--- src/common/scpt_pkg.sv ---
// Package for the serial configuration and phase table block.
// Assumes a single 20 MHz system clock domain; serial pins are asynchronous.
package scpt_pkg;

  // ---------------------------------------------------------------------------
  // Word layout and register selection
  // ---------------------------------------------------------------------------
  localparam int WORD_BITS = 16;
  localparam logic [4:0] WORD_EDGES = 5'h10;
  localparam logic [1:0] SEL_SYS_CFG_ZERO = 2'h0;
  localparam logic [1:0] SEL_SYS_CFG_ONE = 2'h1;
  localparam logic [1:0] SEL_TABLE = 2'h3;
  localparam logic [15:0] SYS_CFG_ZERO_RESET = 16'h271C;
  localparam logic [4:0] TABLE_LAST = 5'h0F;
  localparam logic [4:0] TABLE_DONE = 5'h10;
  localparam int TABLE_COPIES = 8;

  // ---------------------------------------------------------------------------
  // Timing constants
  // ---------------------------------------------------------------------------
  localparam int CLK_HZ = 20000000;
  localparam int RESET_PULSE_NS = 1000;
  localparam int RESET_PULSE_CYC = (RESET_PULSE_NS * (CLK_HZ / 1000000) + 999) / 1000;
  // Decoded times are reported in quarter microseconds (ticks of a 4 MHz clock).
  localparam int TICK_PER_US = 4;

  // Decoded configuration 0 fields.
  typedef struct packed {
    logic       syncRect;
    logic [1:0] microstepSelect;
    logic [1:0] maxCurrentSelect;
    logic [2:0] fastDecayTime;
    logic [1:0] blankingTime;
    logic [2:0] offTimeSelect;
    logic       fixedFreq;
  } scpt_cfg0_t;

  // Decoded values for the regulator, times in 4 MHz ticks.
  typedef struct packed {
    logic [4:0] stepsPerFull;
    logic [6:0] currentPct;
    logic [7:0] fastDecayTicks;
    logic [3:0] blankTicks;
    logic [7:0] offTicks;
    logic [7:0] periodTicks;
  } scpt_dec_t;

  typedef enum logic [2:0] {
    ST_IDLE = 3'b001,
    ST_SHIFT = 3'b010,
    ST_DONE = 3'b100
  } scpt_state_t;

endpackage : scpt_pkg

--- src/hdl/scpt_serial_config.sv ---
// Serial configuration port with phase table loader, fault registers and
// configuration 0 decode. Assumes an external master drives the select,
// clock and data pins; all of them are synchronised here before use.
`timescale 1ns/10ps
`default_nettype none
module scpt_serial_config
  import scpt_pkg::*;
(
  // System
  input  wire logic       clk,
  input  wire logic       rst,
  // Serial pins
  input  wire logic       serialSelectLow,
  input  wire logic       serialClk,
  input  wire logic       serialDataIn,
  output logic            serialDataOut,
  output logic            serialDataOutEn,
  // External reset pin
  input  wire logic       externalResetLow,
  // Fault inputs from the drive, bits 14..0 of fault register zero
  input  wire logic [14:0] faultIn,
  // Table read port
  input  wire logic [6:0] tableReadAddr,
  input  wire logic       tableReadPhaseB,
  output logic [5:0]      tableReadData,
  // Configuration outputs
  output scpt_cfg0_t      cfg0,
  output scpt_dec_t       cfgDecoded,
  output logic            summaryFaultFlag
);

  // ---------------------------------------------------------------------------
  // Synchronisers
  // ---------------------------------------------------------------------------
  logic [3:0] sync1Q, sync2Q;
  logic       sckPrevQ;
  logic       selLow, sck, sdi, extRstLow;

  // Two stages for each pin; only the second stage is used by logic.
  always_ff @(posedge clk or posedge rst) begin
    if (rst) begin
      sync1Q <= 4'hF;
      sync2Q <= 4'hF;
    end else begin
      sync1Q <= {externalResetLow, serialDataIn, serialClk, serialSelectLow};
      sync2Q <= sync1Q;
    end
  end
  assign selLow    = sync2Q[0];
  assign sck       = sync2Q[1];
  assign sdi       = sync2Q[2];
  assign extRstLow = sync2Q[3];

  // Previous clock level for rising edge detection.
  always_ff @(posedge clk or posedge rst) begin
    if (rst) sckPrevQ <= 1'b1;
    else     sckPrevQ <= sck;
  end

  logic sckRise;
  assign sckRise = sck & ~sckPrevQ & ~selLow ? 1'b1 : 1'b0;

  // ---------------------------------------------------------------------------
  // Serial shift engine
  // ---------------------------------------------------------------------------
  scpt_state_t stateQ;
  logic [15:0] shiftQ;
  logic [4:0]  edgeCntQ;
  logic        frameEnd, goodWord, badWord;

  assign frameEnd = (stateQ == ST_SHIFT) && selLow;
  assign goodWord = frameEnd && (edgeCntQ == WORD_EDGES);
  assign badWord  = frameEnd && (edgeCntQ != WORD_EDGES);

  // Frame state: idle, shifting while select is low, done for one cycle.
  always_ff @(posedge clk or posedge rst) begin
    if (rst) begin
      stateQ <= ST_IDLE;
    end else begin
      case (stateQ)
        ST_IDLE:  if (!selLow) stateQ <= ST_SHIFT;
        ST_SHIFT: if (selLow) stateQ <= ST_DONE;
        ST_DONE:  stateQ <= ST_IDLE;
        default:  stateQ <= ST_IDLE;
      endcase
    end
  end

  // Shift in MSB first; the counter saturates so extra edges stay an error.
  always_ff @(posedge clk or posedge rst) begin
    if (rst) begin
      shiftQ   <= 16'h0000;
      edgeCntQ <= 5'h00;
    end else if (stateQ == ST_IDLE) begin
      edgeCntQ <= 5'h00;
    end else if (sckRise) begin
      shiftQ <= {shiftQ[14:0], sdi};
      if (edgeCntQ != 5'h1F) edgeCntQ <= edgeCntQ + 5'h01;
    end
  end

  // ---------------------------------------------------------------------------
  // Resets: power-on is rst; long external pulse is counted here.
  // ---------------------------------------------------------------------------
  logic [7:0] extCntQ;
  logic       extReset;
  always_ff @(posedge clk or posedge rst) begin
    if (rst)            extCntQ <= 8'h00;
    else if (extRstLow) extCntQ <= 8'h00;
    else if (extCntQ != 8'hFF) extCntQ <= extCntQ + 8'h01;
  end
  // Held one cycle per pulse so a stuck-low pin does not re-fire endlessly.
  assign extReset = (extCntQ == 8'(RESET_PULSE_CYC));

  // ---------------------------------------------------------------------------
  // Phase table loader
  // ---------------------------------------------------------------------------
  logic       tableWrite, otherWrite, parityBad;
  logic [4:0] ptrQ;
  logic [5:0] tableQ [16];

  assign tableWrite = goodWord && (shiftQ[15:14] == SEL_TABLE);
  assign otherWrite = goodWord && (shiftQ[15:14] != SEL_TABLE);
  assign parityBad  = tableWrite && ~(^shiftQ[6:0]);

  // Pointer returns to zero on reset, other writes and transfer errors.
  always_ff @(posedge clk or posedge rst) begin
    if (rst) ptrQ <= 5'h00;
    else if (extReset || otherWrite || badWord) ptrQ <= 5'h00;
    else if (tableWrite && ptrQ != TABLE_DONE) ptrQ <= ptrQ + 5'h01;
  end

  // Only power-on restores the default ramp; bad parity still stores.
  for (genvar i = 0; i < 16; i++) begin : g_table
    always_ff @(posedge clk or posedge rst) begin
      if (rst) tableQ[i] <= 6'(4 * i + 3);
      else if (tableWrite && ptrQ == 5'(i)) tableQ[i] <= shiftQ[5:0];
    end
  end

  // Mirror one quadrant into all four quadrants of the 64-step table.
  logic [5:0] stepA;
  logic [5:0] qIdx;
  logic       zeroStep;
  always_comb begin
    stepA = tableReadPhaseB ? 6'(tableReadAddr[5:0] + 6'h30) : tableReadAddr[5:0];
    qIdx  = stepA[4] ? 6'(6'h10 - {2'h0, stepA[3:0]}) : {2'h0, stepA[3:0]};
    zeroStep = (stepA[4:0] == 5'h00);
    if (zeroStep)      tableReadData = 6'h00;
    else if (qIdx == 6'h10) tableReadData = tableQ[15];
    else               tableReadData = tableQ[qIdx[3:0] - 4'h1];
  end

  // ---------------------------------------------------------------------------
  // Fault registers
  // ---------------------------------------------------------------------------
  logic [14:0] fault0Q;
  logic        errQ;
  // Hardware sets win over the clear in the same cycle.
  always_ff @(posedge clk or posedge rst) begin
    if (rst) begin
      fault0Q <= 15'h7FFF;
      errQ    <= 1'b1;
    end else begin
      if (goodWord || extReset) fault0Q <= faultIn;
      else                      fault0Q <= fault0Q | faultIn;
      if (badWord || parityBad) errQ <= 1'b1;
      else if (goodWord || extReset) errQ <= 1'b0;
    end
  end
  assign summaryFaultFlag = errQ | (|fault0Q);

  // Serial output shows the summary flag, then shifts diagnostics MSB first.
  logic [15:0] outShiftQ;
  always_ff @(posedge clk or posedge rst) begin
    if (rst) outShiftQ <= 16'h0000;
    else if (stateQ == ST_IDLE) outShiftQ <= {summaryFaultFlag, fault0Q};
    else if (sckRise) outShiftQ <= {outShiftQ[14:0], 1'b0};
  end
  assign serialDataOut   = outShiftQ[15];
  assign serialDataOutEn = ~selLow;

  // ---------------------------------------------------------------------------
  // Configuration register 0 and decode
  // ---------------------------------------------------------------------------
  logic [13:0] cfg0Q;
  always_ff @(posedge clk or posedge rst) begin
    if (rst) cfg0Q <= SYS_CFG_ZERO_RESET[13:0];
    else if (extReset) cfg0Q <= SYS_CFG_ZERO_RESET[13:0];
    else if (goodWord && shiftQ[15:14] == SEL_SYS_CFG_ZERO) cfg0Q <= shiftQ[13:0];
  end
  assign cfg0 = scpt_cfg0_t'(cfg0Q);

  // Lookup of the field codes; times are 4 MHz ticks.
  always_comb begin
    cfgDecoded = '0;
    case (cfg0.microstepSelect)
      2'h0: cfgDecoded.stepsPerFull = 5'h01;
      2'h1: cfgDecoded.stepsPerFull = 5'h02;
      2'h2: cfgDecoded.stepsPerFull = 5'h04;
      default: cfgDecoded.stepsPerFull = 5'h10;
    endcase
    cfgDecoded.currentPct = 7'(25 * ({5'h00, cfg0.maxCurrentSelect} + 7'h01));
    case (cfg0.fastDecayTime)
      3'h0: cfgDecoded.fastDecayTicks = 8'h08;
      3'h1: cfgDecoded.fastDecayTicks = 8'h0C;
      3'h2: cfgDecoded.fastDecayTicks = 8'h10;
      3'h3: cfgDecoded.fastDecayTicks = 8'h18;
      3'h4: cfgDecoded.fastDecayTicks = 8'h20;
      3'h5: cfgDecoded.fastDecayTicks = 8'h28;
      3'h6: cfgDecoded.fastDecayTicks = 8'h38;
      default: cfgDecoded.fastDecayTicks = 8'h50;
    endcase
    case (cfg0.blankingTime)
      2'h0: cfgDecoded.blankTicks = 4'h4;
      2'h1: cfgDecoded.blankTicks = 4'h6;
      2'h2: cfgDecoded.blankTicks = 4'hA;
      default: cfgDecoded.blankTicks = 4'hE;
    endcase
    if (!cfg0.fixedFreq)
      cfgDecoded.offTicks = 8'(TICK_PER_US * (20 + 4 * int'(cfg0.offTimeSelect)));
    case (cfg0.offTimeSelect)
      3'h0: cfgDecoded.periodTicks = 8'h60;
      3'h1: cfgDecoded.periodTicks = 8'h80;
      3'h2: cfgDecoded.periodTicks = 8'hA0;
      3'h3: cfgDecoded.periodTicks = 8'hB8;
      3'h4: cfgDecoded.periodTicks = 8'hD0;
      3'h5: cfgDecoded.periodTicks = 8'hE0;
      3'h6: cfgDecoded.periodTicks = 8'hF0;
      default: cfgDecoded.periodTicks = 8'hFF;
    endcase
    if (!cfg0.fixedFreq) cfgDecoded.periodTicks = 8'h00;
  end

  // ---------------------------------------------------------------------------
  // Assertions
  // ---------------------------------------------------------------------------
  property p_route_table;
    @(posedge clk) disable iff (rst) tableWrite && !extReset |=> $stable(cfg0Q);
  endproperty
  a_route_table: assert property (p_route_table) else $error("table route bad");

  property p_ptr_adv;
    @(posedge clk) disable iff (rst)
      tableWrite && ptrQ < TABLE_DONE && !extReset |=> ptrQ == $past(ptrQ) + 5'h01;
  endproperty
  a_ptr_adv: assert property (p_ptr_adv) else $error("pointer did not advance");

  property p_ptr_hold;
    @(posedge clk) disable iff (rst)
      tableWrite && ptrQ == TABLE_DONE && !extReset |=> ptrQ == TABLE_DONE;
  endproperty
  a_ptr_hold: assert property (p_ptr_hold) else $error("full table moved");

  property p_ptr_clear;
    @(posedge clk) disable iff (rst) (otherWrite || badWord) |=> ptrQ == 5'h00;
  endproperty
  a_ptr_clear: assert property (p_ptr_clear) else $error("pointer not cleared");

  property p_parity;
    @(posedge clk) disable iff (rst) parityBad |=> errQ && summaryFaultFlag;
  endproperty
  a_parity: assert property (p_parity) else $error("parity flag missing");

  property p_store;
    @(posedge clk) disable iff (rst)
      tableWrite && ptrQ < TABLE_DONE && !extReset |=> tableQ[$past(ptrQ[3:0])] == $past(shiftQ[5:0]);
  endproperty
  a_store: assert property (p_store) else $error("value not stored");

  property p_clear;
    @(posedge clk) disable iff (rst)
      goodWord && !parityBad |=> !errQ && fault0Q == $past(faultIn);
  endproperty
  a_clear: assert property (p_clear) else $error("faults not cleared");

  property p_err;
    @(posedge clk) disable iff (rst) badWord && !extReset |=> errQ && $stable(cfg0Q);
  endproperty
  a_err: assert property (p_err) else $error("transfer error mishandled");

  property p_summary;
    @(posedge clk) disable iff (rst) (badWord || parityBad || (|faultIn)) |=> summaryFaultFlag;
  endproperty
  a_summary: assert property (p_summary) else $error("summary flag low");

  c_table: cover property (@(posedge clk) disable iff (rst) tableWrite ##[1:300] tableWrite);
  c_full: cover property (@(posedge clk) disable iff (rst) ptrQ == TABLE_DONE);
  c_cfg: cover property (@(posedge clk) disable iff (rst) otherWrite);
  c_bad: cover property (@(posedge clk) disable iff (rst) badWord);

endmodule : scpt_serial_config
`default_nettype wire

--- config.mk ---
export PLATFORM = sky130hd
export DESIGN_NAME = scpt_serial_config
export DESIGN_NICKNAME = d
export VERILOG_FILES = /design/src/common/scpt_pkg.sv /design/src/hdl/scpt_serial_config.sv
export SDC_FILE = /design/constraint.sdc
export NUM_CORES = 1
export LEC_CHECK = 0
export BUFFER_PORTS_ARGS = -buffer_cell sky130_fd_sc_hd__buf_2
export CAP_MARGIN = 20
export CORE_UTILIZATION = 45
export DETAILED_ROUTE_END_ITERATION = 8
export SYNTH_ARGS = -nofsm -noshare
export SYNTH_HDL_FRONTEND = slang
export SYNTH_SLANG_ARGS = --single-unit
--- constraint.sdc ---
create_clock -name clk -period 18.5 [get_ports clk]
set_clock_uncertainty 0.15 [all_clocks]
set_input_delay 2.775 -clock clk [delete_from_list [all_inputs] [get_ports clk]]
set_output_delay 2.775 -clock clk [all_outputs]
set_load 0.01 [all_outputs]
==> impl_metrics.yaml, run 1 <==
pwr:
  fin_total_pwr_mw: 1.01
  p_leak_nw: 4.82
  power-per-cell-area_nw_per_um2: 95.6
  ir_drop_mv: 0.0643
clock_tree:
  h-tree-depth: 4
  cts_max_path_buffers: 2
  cts_setup_buffers: 0
  ctsResizeCount: 0
  clkTransAtPathRegs_ps: 70
  clock_latency_ps: 440
  root_buffer: "clkbuf_16"
  numCtsBuffers: 17
  hold_buffers: 0
  cts.sinks: 188
  cts_tree: "done"
routing:
  drt_iter0_drc: 318
  drt-total-wl_mm: 20.7
  wl_per_cell_um: 18.1
  drc_errors: 0
  vias: 6337
  dr.pass1.iters: 4
  via_per_inst: 5.54
  postRouteAntennaNets: 0
setup_path:
  cp.required_ps: 15580
  ff2ff_setup_slack_ps: 15380
  end_kind: "primary output"
  startpoint_type: "primary input"
  cp.arrival_ps: 6730
  worstPathMaxFanout: 31
  worstSetupPathType: "primary input to primary output"
cells_and_area:
  area_growth_pct: 13.0
  fin_nets: 908
  n_antenna_cell: 0
  drive_above_1_share_pct: 40.7
  num-fill-cells: 1822
logic_synthesis:
  syn_area_um2: 9330
  async_flop_share_pct: 100
  synth.mux.area_fraction_pct: 21.0
  ys.flop_type: "dfstp_2"
  synth_xor_xnor_area_share_pct: 2.05
  synth_top_family_by_area: "multiplexers"
  ys_ff_latch: 188
  yosys.area.top_type: "dfstp_2"
  ys_top_cells_by_count: "119 x mux2_2, 97 x dfstp_2, 91 x dfrtp_1, 61 x nand2_1, 48 x nor2_1"
  synth_most_common_cell: "mux2_2"
  ys_seq_area_share_pct: 51.7
  synth_warnings: 0
  synth_area_leaders: "dfstp_2 27%, dfrtp_1 24%, mux2_2 14%"
  synth-edff-count: 0
  syn-mean-instance-area_um2: 11.7
  synth-compound-area-share_pct: 8.77
  synth.top_cell.area_share_pct: 27.3
  synth_cell_types: 58
  synthCells: 797
  synthAdderAreaFrac_pct: 2.55
  yosys.area_share.simple_pct: 10.3
die:
  dieArea_um2: 21300
  num_rows: 52
  die_w_um: 146
  start_util_pct: 46.0
  core-area_um2: 20300
  io_pins: 92
  chipHeight_um: 146
global_route:
  grt_max_degree: 108
  grt_pass1_wl_mm: 34.0
  grt_pass1_vias: 6532
  antenna_found_initial: 0
  grt-ovfl-total: 0
  grt_use_total_pct: 20.3
sta:
  setup_viol: 0
  period_minus_slack_ps: 9650
  max_slew.worst_pin.slew_ps: 953
  slew_viol_final: 0
  fmax_mhz: 104
  fin_crit_sh_pct: 52.2
  fin_tns_setup_ps: 0
  finalHoldViolCount: 0
  maxSlewHeadroom_pct: 36.4
  rsz0062_at_grt: "false"
place:
  hpwl_mm: 13.9
  io_buffers: 80
  gp_congestion: 0.819
run:
  maxCapViolCount: 0
worst_hold_path:
  hp-class: "flop to flop"
run_status:
  status: "finished clean"
cell families after synthesis:
logic type                 Yosys count
AOI/OAI and AO/OA                  124
xor gates and xnor gates            21
adders and majority gates           19
buffers and inverters               74
DFF                                188
muxes                              173
other                                1
and+or+nand+nor                    197
sequential cells by signal, summed over array words and instances, names as in the netlist, 3 cells and up:
signal / count
shiftQ: 16
sync1Q: 4
sync2Q: 4
tableQ: 96
fault0Q: 15
ptrQ: 5
extCntQ: 8
stateQ: 3
outShiftQ: 16
edgeCntQ: 5
cfg0: 14
layout by cell type (no fill, tap or decap), drive strengths merged, types with 19 or more instances in the layout:
cell / n
dfstp: 97
mux2: 119
ha: 19
inv: 27
nand2: 61
o21ai: 29
a21oi: 21
mux2i: 48
nor2: 48
buf: 90
dfrtp: 91
worst max-delay path: stages:
cell,delay (ps)
buf_2,560
inv_1,470
ha_1,970
nor2b_1,120
or3_1,350
a21boi_0,250
nor2_1,100
o21ai_0,640
o211ai_1,260
buf_2,200
stage by stage:
step                      cell area [µm²]  util (%)  hold WS, ps  setup slack, ps  instances
after global placement               9900      48.8          199             8720       1107
after floorplan                      9360         -          195            10250        805
after global routing                10500      51.9          215             8590       1143
final                               10500      51.9          207             8850       1143
after detailed placement             9930      48.9          197             8900       1109
after CTS                           10500      51.8          208             8880       1141
cell type report:
type | count | area, µm² | area share (%)
Inverter | 20 | 80.1 | 0.760
Sequential cell | 188 | 4830 | 45.8
Clock buffer | 17 | 425 | 4.04
Timing Repair Buffer | 90 | 507 | 4.81
Tap cell | 270 | 338 | 3.20
Multi-Input combinational cell | 543 | 4210 | 39.9
Clock inverter | 15 | 156 | 1.48
routing by layer:
metal / part of all wire [%] / global-route usage (%) / routed length (µm)
met5: 0 / 0 / 0
met4: 1.6 / 6.93 / 326
met3: 3.3 / 3.31 / 691
met2: 51 / 34.7 / 10500
met1: 44 / 26.2 / 9190
where the power goes:
part	internal [mW]	switching (mW)	total, mW
registers	0.443	0.0538	0.496
clock network	0.191	0.170	0.361
logic	0.0659	0.0852	0.151
final timing paths:
kind	from	to	cells after the start
setup / recovery	tableReadAddr[0]	tableReadData[2]	10
hold / removal	sync1Q[3]	sync2Q[3]	0
setup reg to reg	edgeCntQ[0]	tableQ[15]	8
hold reg to reg	sync1Q[3]	sync2Q[3]	0
max in group asynchronous	rst	cfg0[13]	4
min in group asynchronous	rst	extCntQ[0]	2
(Power assumes the default switching activity.)
==> run 2: changes to the inputs <==
PLACE_DENSITY = 0.66   (was default)
clock period = 8.5 ns   (was 18.5 ns; I/O delays follow)
==> run 2 against run 1 <==
  * Wire length shrank 6.0%
  * Non-clock buffer count is the same
  * Power grew 120%
  * Die area is the same
  * Hold slack is essentially flat
  * Core utilization shrank 0.10 points
  * Count of clock-buffer cells in the layout grew 1
  * Design area shrank 0.20%
  * Via count shrank 1.9%
  * Combinational power grew 110%
  * Highest routed layer unchanged
==> impl_metrics.yaml, run 2 (synthesis gave the netlist of run 1 again) <==
clock_tree:
  clkTransAtPathRegs_ps: 70
  cts.sinks: 188
  cts_tree: "done"
  ctsResizeCount: 0
  cts_setup_buffers: 0
  hold_buffers: 0
  numCtsBuffers: 17
  cts_max_path_buffers: 2
  h-tree-depth: 4
  root_buffer: "clkbuf_16"
  clock_latency_ps: 440
place:
  gp_congestion: 0.844
  place_area_um2: 9930
  io_buffers: 80
  hpwl_mm: 12.5
  dp_slack_ps: 1890
sta:
  slew_viol_final: 0
  max_slew.worst_pin.slew_ps: 876
  rsz0062_at_grt: "false"
  fin_crit_sh_pct: 77.7
  fin_tns_setup_ps: 0
  finalHoldViolCount: 0
  setup_viol: 0
  fmax_mhz: 151
  maxSlewHeadroom_pct: 41.6
  finalWorstSetupSlack_ps: 1890
  period_minus_slack_ps: 6610
cells_and_area:
  top_register: "tableQ"
  mostFrequentLayoutCell: "mux2_2"
  num-fill-cells: 1837
  multi_input_area_um2: 4210
  largestRegisters: "tableQ: 96 flops, outShiftQ: 16 flops, shiftQ: 16 flops"
  n_antenna_cell: 0
  fin_nets: 908
  postLayoutCoreUtil_pct: 51.8
  area_growth_pct: 12.7
  regArea_um2: 4830
  largest_reg_flops: 96
  drive_above_1_share_pct: 40.7
  final_cell_mix: "119 x mux2_2, 97 x dfstp_2, 91 x dfrtp_1"
  final_cell_area_um2: 10500
global_route:
  antenna_found_initial: 0
  grt_pass1_wl_mm: 32.1
  grt-ovfl-total: 0
  grt_max_degree: 82
  grt_pass1_vias: 6068
  grt_use_total_pct: 19.1
setup_path:
  end_kind: "primary output"
  timing.rr.start: "edgeCntQ[0]"
  ff2ff_setup_slack_ps: 5620
  worstSetupPathType: "primary input to primary output"
  cp.arrival_ps: 5180
  startpoint_type: "primary input"
  timing.rr.end: "tableQ[15]"
  worstPathMaxFanout: 31
  cp.required_ps: 7070
  reg2reg_depth: 8
  endpoint: "tableReadData[2]"
  startpoint: "tableReadAddr[0]"
routing:
  postRouteAntennaNets: 0
  vias: 6215
  dr.pass1.iters: 5
  via_per_inst: 5.44
  drt-total-wl_mm: 19.5
  wl_per_cell_um: 17.0
  drt_iter0_drc: 336
  drc_errors: 0
die:
  dieArea_um2: 21300
  chipHeight_um: 146
  num_rows: 52
  core-area_um2: 20300
  start_util_pct: 46.0
  die_w_um: 146
  io_pins: 92
pwr:
  ir_drop_mv: 0.159
  p_leak_nw: 4.81
  power-per-cell-area_nw_per_um2: 208
worst_hold_path:
  hp-class: "flop to flop"
run_status:
  status: "finished clean"
run:
  maxCapViolCount: 0
==> run 2: cell count changes in the layout (fill, tap and decap cells not counted) <==
cell        before  now
clkbuf_8         0    1
buf_8            1    0
clkinv_2         2    0
buf_4            7    9
buf_16           1    0
clkinvlp_4       3    2
clkinv_4         1    4
clkinv_8         1    0
==> run 2: final cells by class <==
type	count	area share, %
well taps	270	3.21
repair buffers	90	4.55
clock inverters	14	1.42
clock buffers	18	4.17
multi-input cells	543	40.0
inverters	20	0.761
flip-flops and latches	188	45.9
==> run 2: per-layer routing <==
layer / up-vias / global-route usage, % / routed length (µm) / part of all wire (%)
met1: 3116 / 26.3 / 9080 / 47
met5: - / 0 / 0 / 0
met3: 22 / 4.22 / 878 / 4.5
met4: 0 / 6.20 / 301 / 1.5
li1: 2954 / - / - / -
met2: 123 / 30.3 / 9200 / 47
==> run 2: worst min-delay path by stage <==
stage                          from        end  slack (ps)  cells past startpoint
after detailed placement  sync1Q[2]  sync2Q[2]         200                      0
final                     sync1Q[2]  sync2Q[2]         210                      0
after global placement    sync1Q[0]  sync2Q[0]         200                      0
after global routing      sync1Q[3]  sync2Q[3]         210                      0
after CTS                 sync1Q[2]  sync2Q[2]         210                      0
after floorplan           sync1Q[0]  sync2Q[0]         200                      0
==> run 2: through the flow <==
step	std cells	power, mW	hold slack, ps
2_1_floorplan	805	1.30	195
3_3_place_gp	1109	1.40	196
6_report	1143	2.19	207
3_5_place_dp	1110	1.42	197
5_1_grt	1143	2.30	209
4_1_cts	1142	2.22	207
==> run 2: report_power, final <==
part	internal, mW	leakage [nW]	switching (mW)
registers	0.963	2.22	0.116
logic	0.139	2.31	0.179
clock network	0.424	0.284	0.372
==> run 2: worst max-delay path, cell delays in order <==
cell and delay, ps:
buf_2 560, inv_1 440, ha_1 950, nor2b_1 130, or3_1 350, a21boi_0 250, nor2_1 100, o21ai_0 630
o211ai_1 260, buf_2 200
==> run 3: changes to the inputs <==
PLACE_DENSITY = default   (was 0.66)
clock period = 6.58 ns   (was 8.5 ns; I/O delays follow)
==> run 3 against run 2 <==
  * Via count increased by 1.1%
  * Sequential cell count unchanged
  * Sequential share of layout area about the same
  * Power increased by 27%
  * Wire length increased by 6.4%
  * Clock power increased by 23%
  * Final cell count increased by 0.26%
  * Core utilization about the same
  * Count of clock-buffer cells in the layout unchanged
  * Register-to-register slack got worse by 2100 ps
==> impl_metrics.yaml, run 3 (synthesis gave the netlist of run 1 again) <==
run_status:
  status: "finished clean"
clock_tree:
  h-tree-depth: 4
  root_buffer: "clkbuf_16"
  cts.sinks: 188
  cts_setup_buffers: 0
  cts_max_path_buffers: 2
  ctsResizeCount: 0
  clkTransAtPathRegs_ps: 70
  cts_tree: "done"
  hold_buffers: 0
  numCtsBuffers: 17
  clock_latency_ps: 420
global_route:
  grt_pass1_wl_mm: 34.4
  antenna_found_initial: 0
  grt-ovfl-total: 0
  grt_max_degree: 82
  grt_use_total_pct: 20.4
  grt_pass1_vias: 6638
sta:
  max_slew.worst_pin.slew_ps: 872
  fmax_mhz: 183
  fin_tns_setup_ps: 0
  setup_viol: 0
  slew_viol_final: 0
  maxSlewHeadroom_pct: 41.3
  rsz0062_at_grt: "false"
  fin_crit_sh_pct: 83.2
  period_minus_slack_ps: 5480
  finalHoldViolCount: 0
routing:
  vias: 6284
  postRouteAntennaNets: 0
  dr.pass1.iters: 4
  drc_errors: 0
  wl_per_cell_um: 18.1
  drt_iter0_drc: 304
  drt-total-wl_mm: 20.7
  via_per_inst: 5.48
pwr:
  ir_drop_mv: 0.169
  power-per-cell-area_nw_per_um2: 266
  p_leak_nw: 4.80
setup_path:
  crit_buf_inv: 3
  startpoint: "tableReadAddr[1]"
  worstPathMaxFanout: 19
  timing.rr.start: "edgeCntQ[0]"
  cp.depth: 10
  cp_top_family: "compound AO/OA/AOI/OAI gates"
  crit_path_frequent_cell: "buf_2"
  timing.rr.end: "tableQ[15]"
  cp_cell_sequence: "buf_2, inv_1, ha_1, nor2b_1, or3_1, a21boi_0, nor2_1, o21ai_0, o211ai_1, buf_2"
  startpoint_type: "primary input"
  cp.required_ps: 5440
  slowest_delay_ps: 790
  endpoint: "tableReadData[2]"
  cp.arrival_ps: 4340
  ff2ff_setup_slack_ps: 3540
  critPathSlowestCell: "ha_1"
  reg2reg_depth: 8
  worstSetupPathType: "primary input to primary output"
  end_kind: "primary output"
die:
  dieArea_um2: 21300
  chipHeight_um: 146
  start_util_pct: 46.0
  num_rows: 52
  core-area_um2: 20300
  io_pins: 92
  die_w_um: 146
cells_and_area:
  num-fill-cells: 1814
  regArea_um2: 4830
  drive_above_1_share_pct: 40.8
  fin_nets: 911
  largestRegisters: "tableQ: 96 flops, outShiftQ: 16 flops, shiftQ: 16 flops"
  final_cell_mix: "119 x mux2_2, 97 x dfstp_2, 91 x dfrtp_1"
  multi_input_area_um2: 4210
  mostFrequentLayoutCell: "mux2_2"
  top_register: "tableQ"
  largest_reg_flops: 96
  area_growth_pct: 12.7
  layout.cells.non_filler: 1146
  n_antenna_cell: 0
place:
  dp.cells: 1113
  io_buffers: 80
  gp_congestion: 0.843
  hpwl_mm: 14.0
worst_hold_path:
  hold_depth: 0
  hp-class: "flop to flop"
run:
  maxCapViolCount: 0
-- run 3: cell types whose count changed in the layout (fill, tap and decap cells not counted), moves of 2 or more --
cell        change
buf_4           +3
clkinvlp_4      +2
inv_6           -2
inv_8           +2
-- run 3: where the power goes --
part	internal [mW]	leakage [nW]	switching (mW)	total (mW)
sequential	1.24	2.22	0.151	1.40
combinational	0.185	2.33	0.236	0.421
clock	0.501	0.263	0.477	0.977
total	1.93	4.80	0.864	2.79
-- run 3: layout make-up --
class                      count  share of cell area (%)
clock inverter                14                    1.24
multi-input combinational    543                    40.0
clock buffer                  18                    4.08
sequential                   188                    45.9
inverter                      20                   0.761
timing repair buffer          93                    4.81
tap                          270                    3.21
-- run 3: how the worst min path moves through the flow --
| stage | start | endpoint | slack (ps) |
|---|---|---|---|
| after floorplan | sync1Q[0] | sync2Q[0] | 200 |
| after global placement | sync1Q[3] | sync2Q[3] | 200 |
| after detailed placement | sync1Q[1] | sync2Q[1] | 200 |
| after CTS | sync1Q[1] | sync2Q[1] | 210 |
| after global routing | sync1Q[2] | sync2Q[2] | 210 |
| final | sync1Q[1] | sync2Q[1] | 210 |
-- run 3: metal layers --
metal | wire [µm] | vias up | GRT usage [%]
met2 | 10300 | 131 | 34.7
li1 | - | 2953 | -
met3 | 743 | 23 | 3.69
met4 | 323 | 0 | 5.52
met5 | 0 | - | 0
met1 | 9350 | 3177 | 26.9
-- run 3: through the flow --
step | utilization (%) | area [µm²] | hold slack [ps] | total power, mW | setup WS (ps)
2_1_floorplan | - | 9360 | 195 | 1.68 | 490
4_1_cts | 51.8 | 10500 | 207 | 2.83 | 1170
3_5_place_dp | 49.0 | 9950 | 197 | 1.84 | 1210
5_1_grt | 51.8 | 10500 | 214 | 2.95 | 803
3_3_place_gp | 49.0 | 9940 | 197 | 1.81 | 1310
6_report | 51.8 | 10500 | 207 | 2.79 | 1100
-- run 3: worst register-to-register path: cells and delay by family (launching register included) --
family	cells	cell delay, ps
AND/OR/NAND/NOR	5	1720
flip-flops	1	420
multiplexers	1	410
adder cells (fa/ha/maj)	1	150
buffers and inverters	1	70
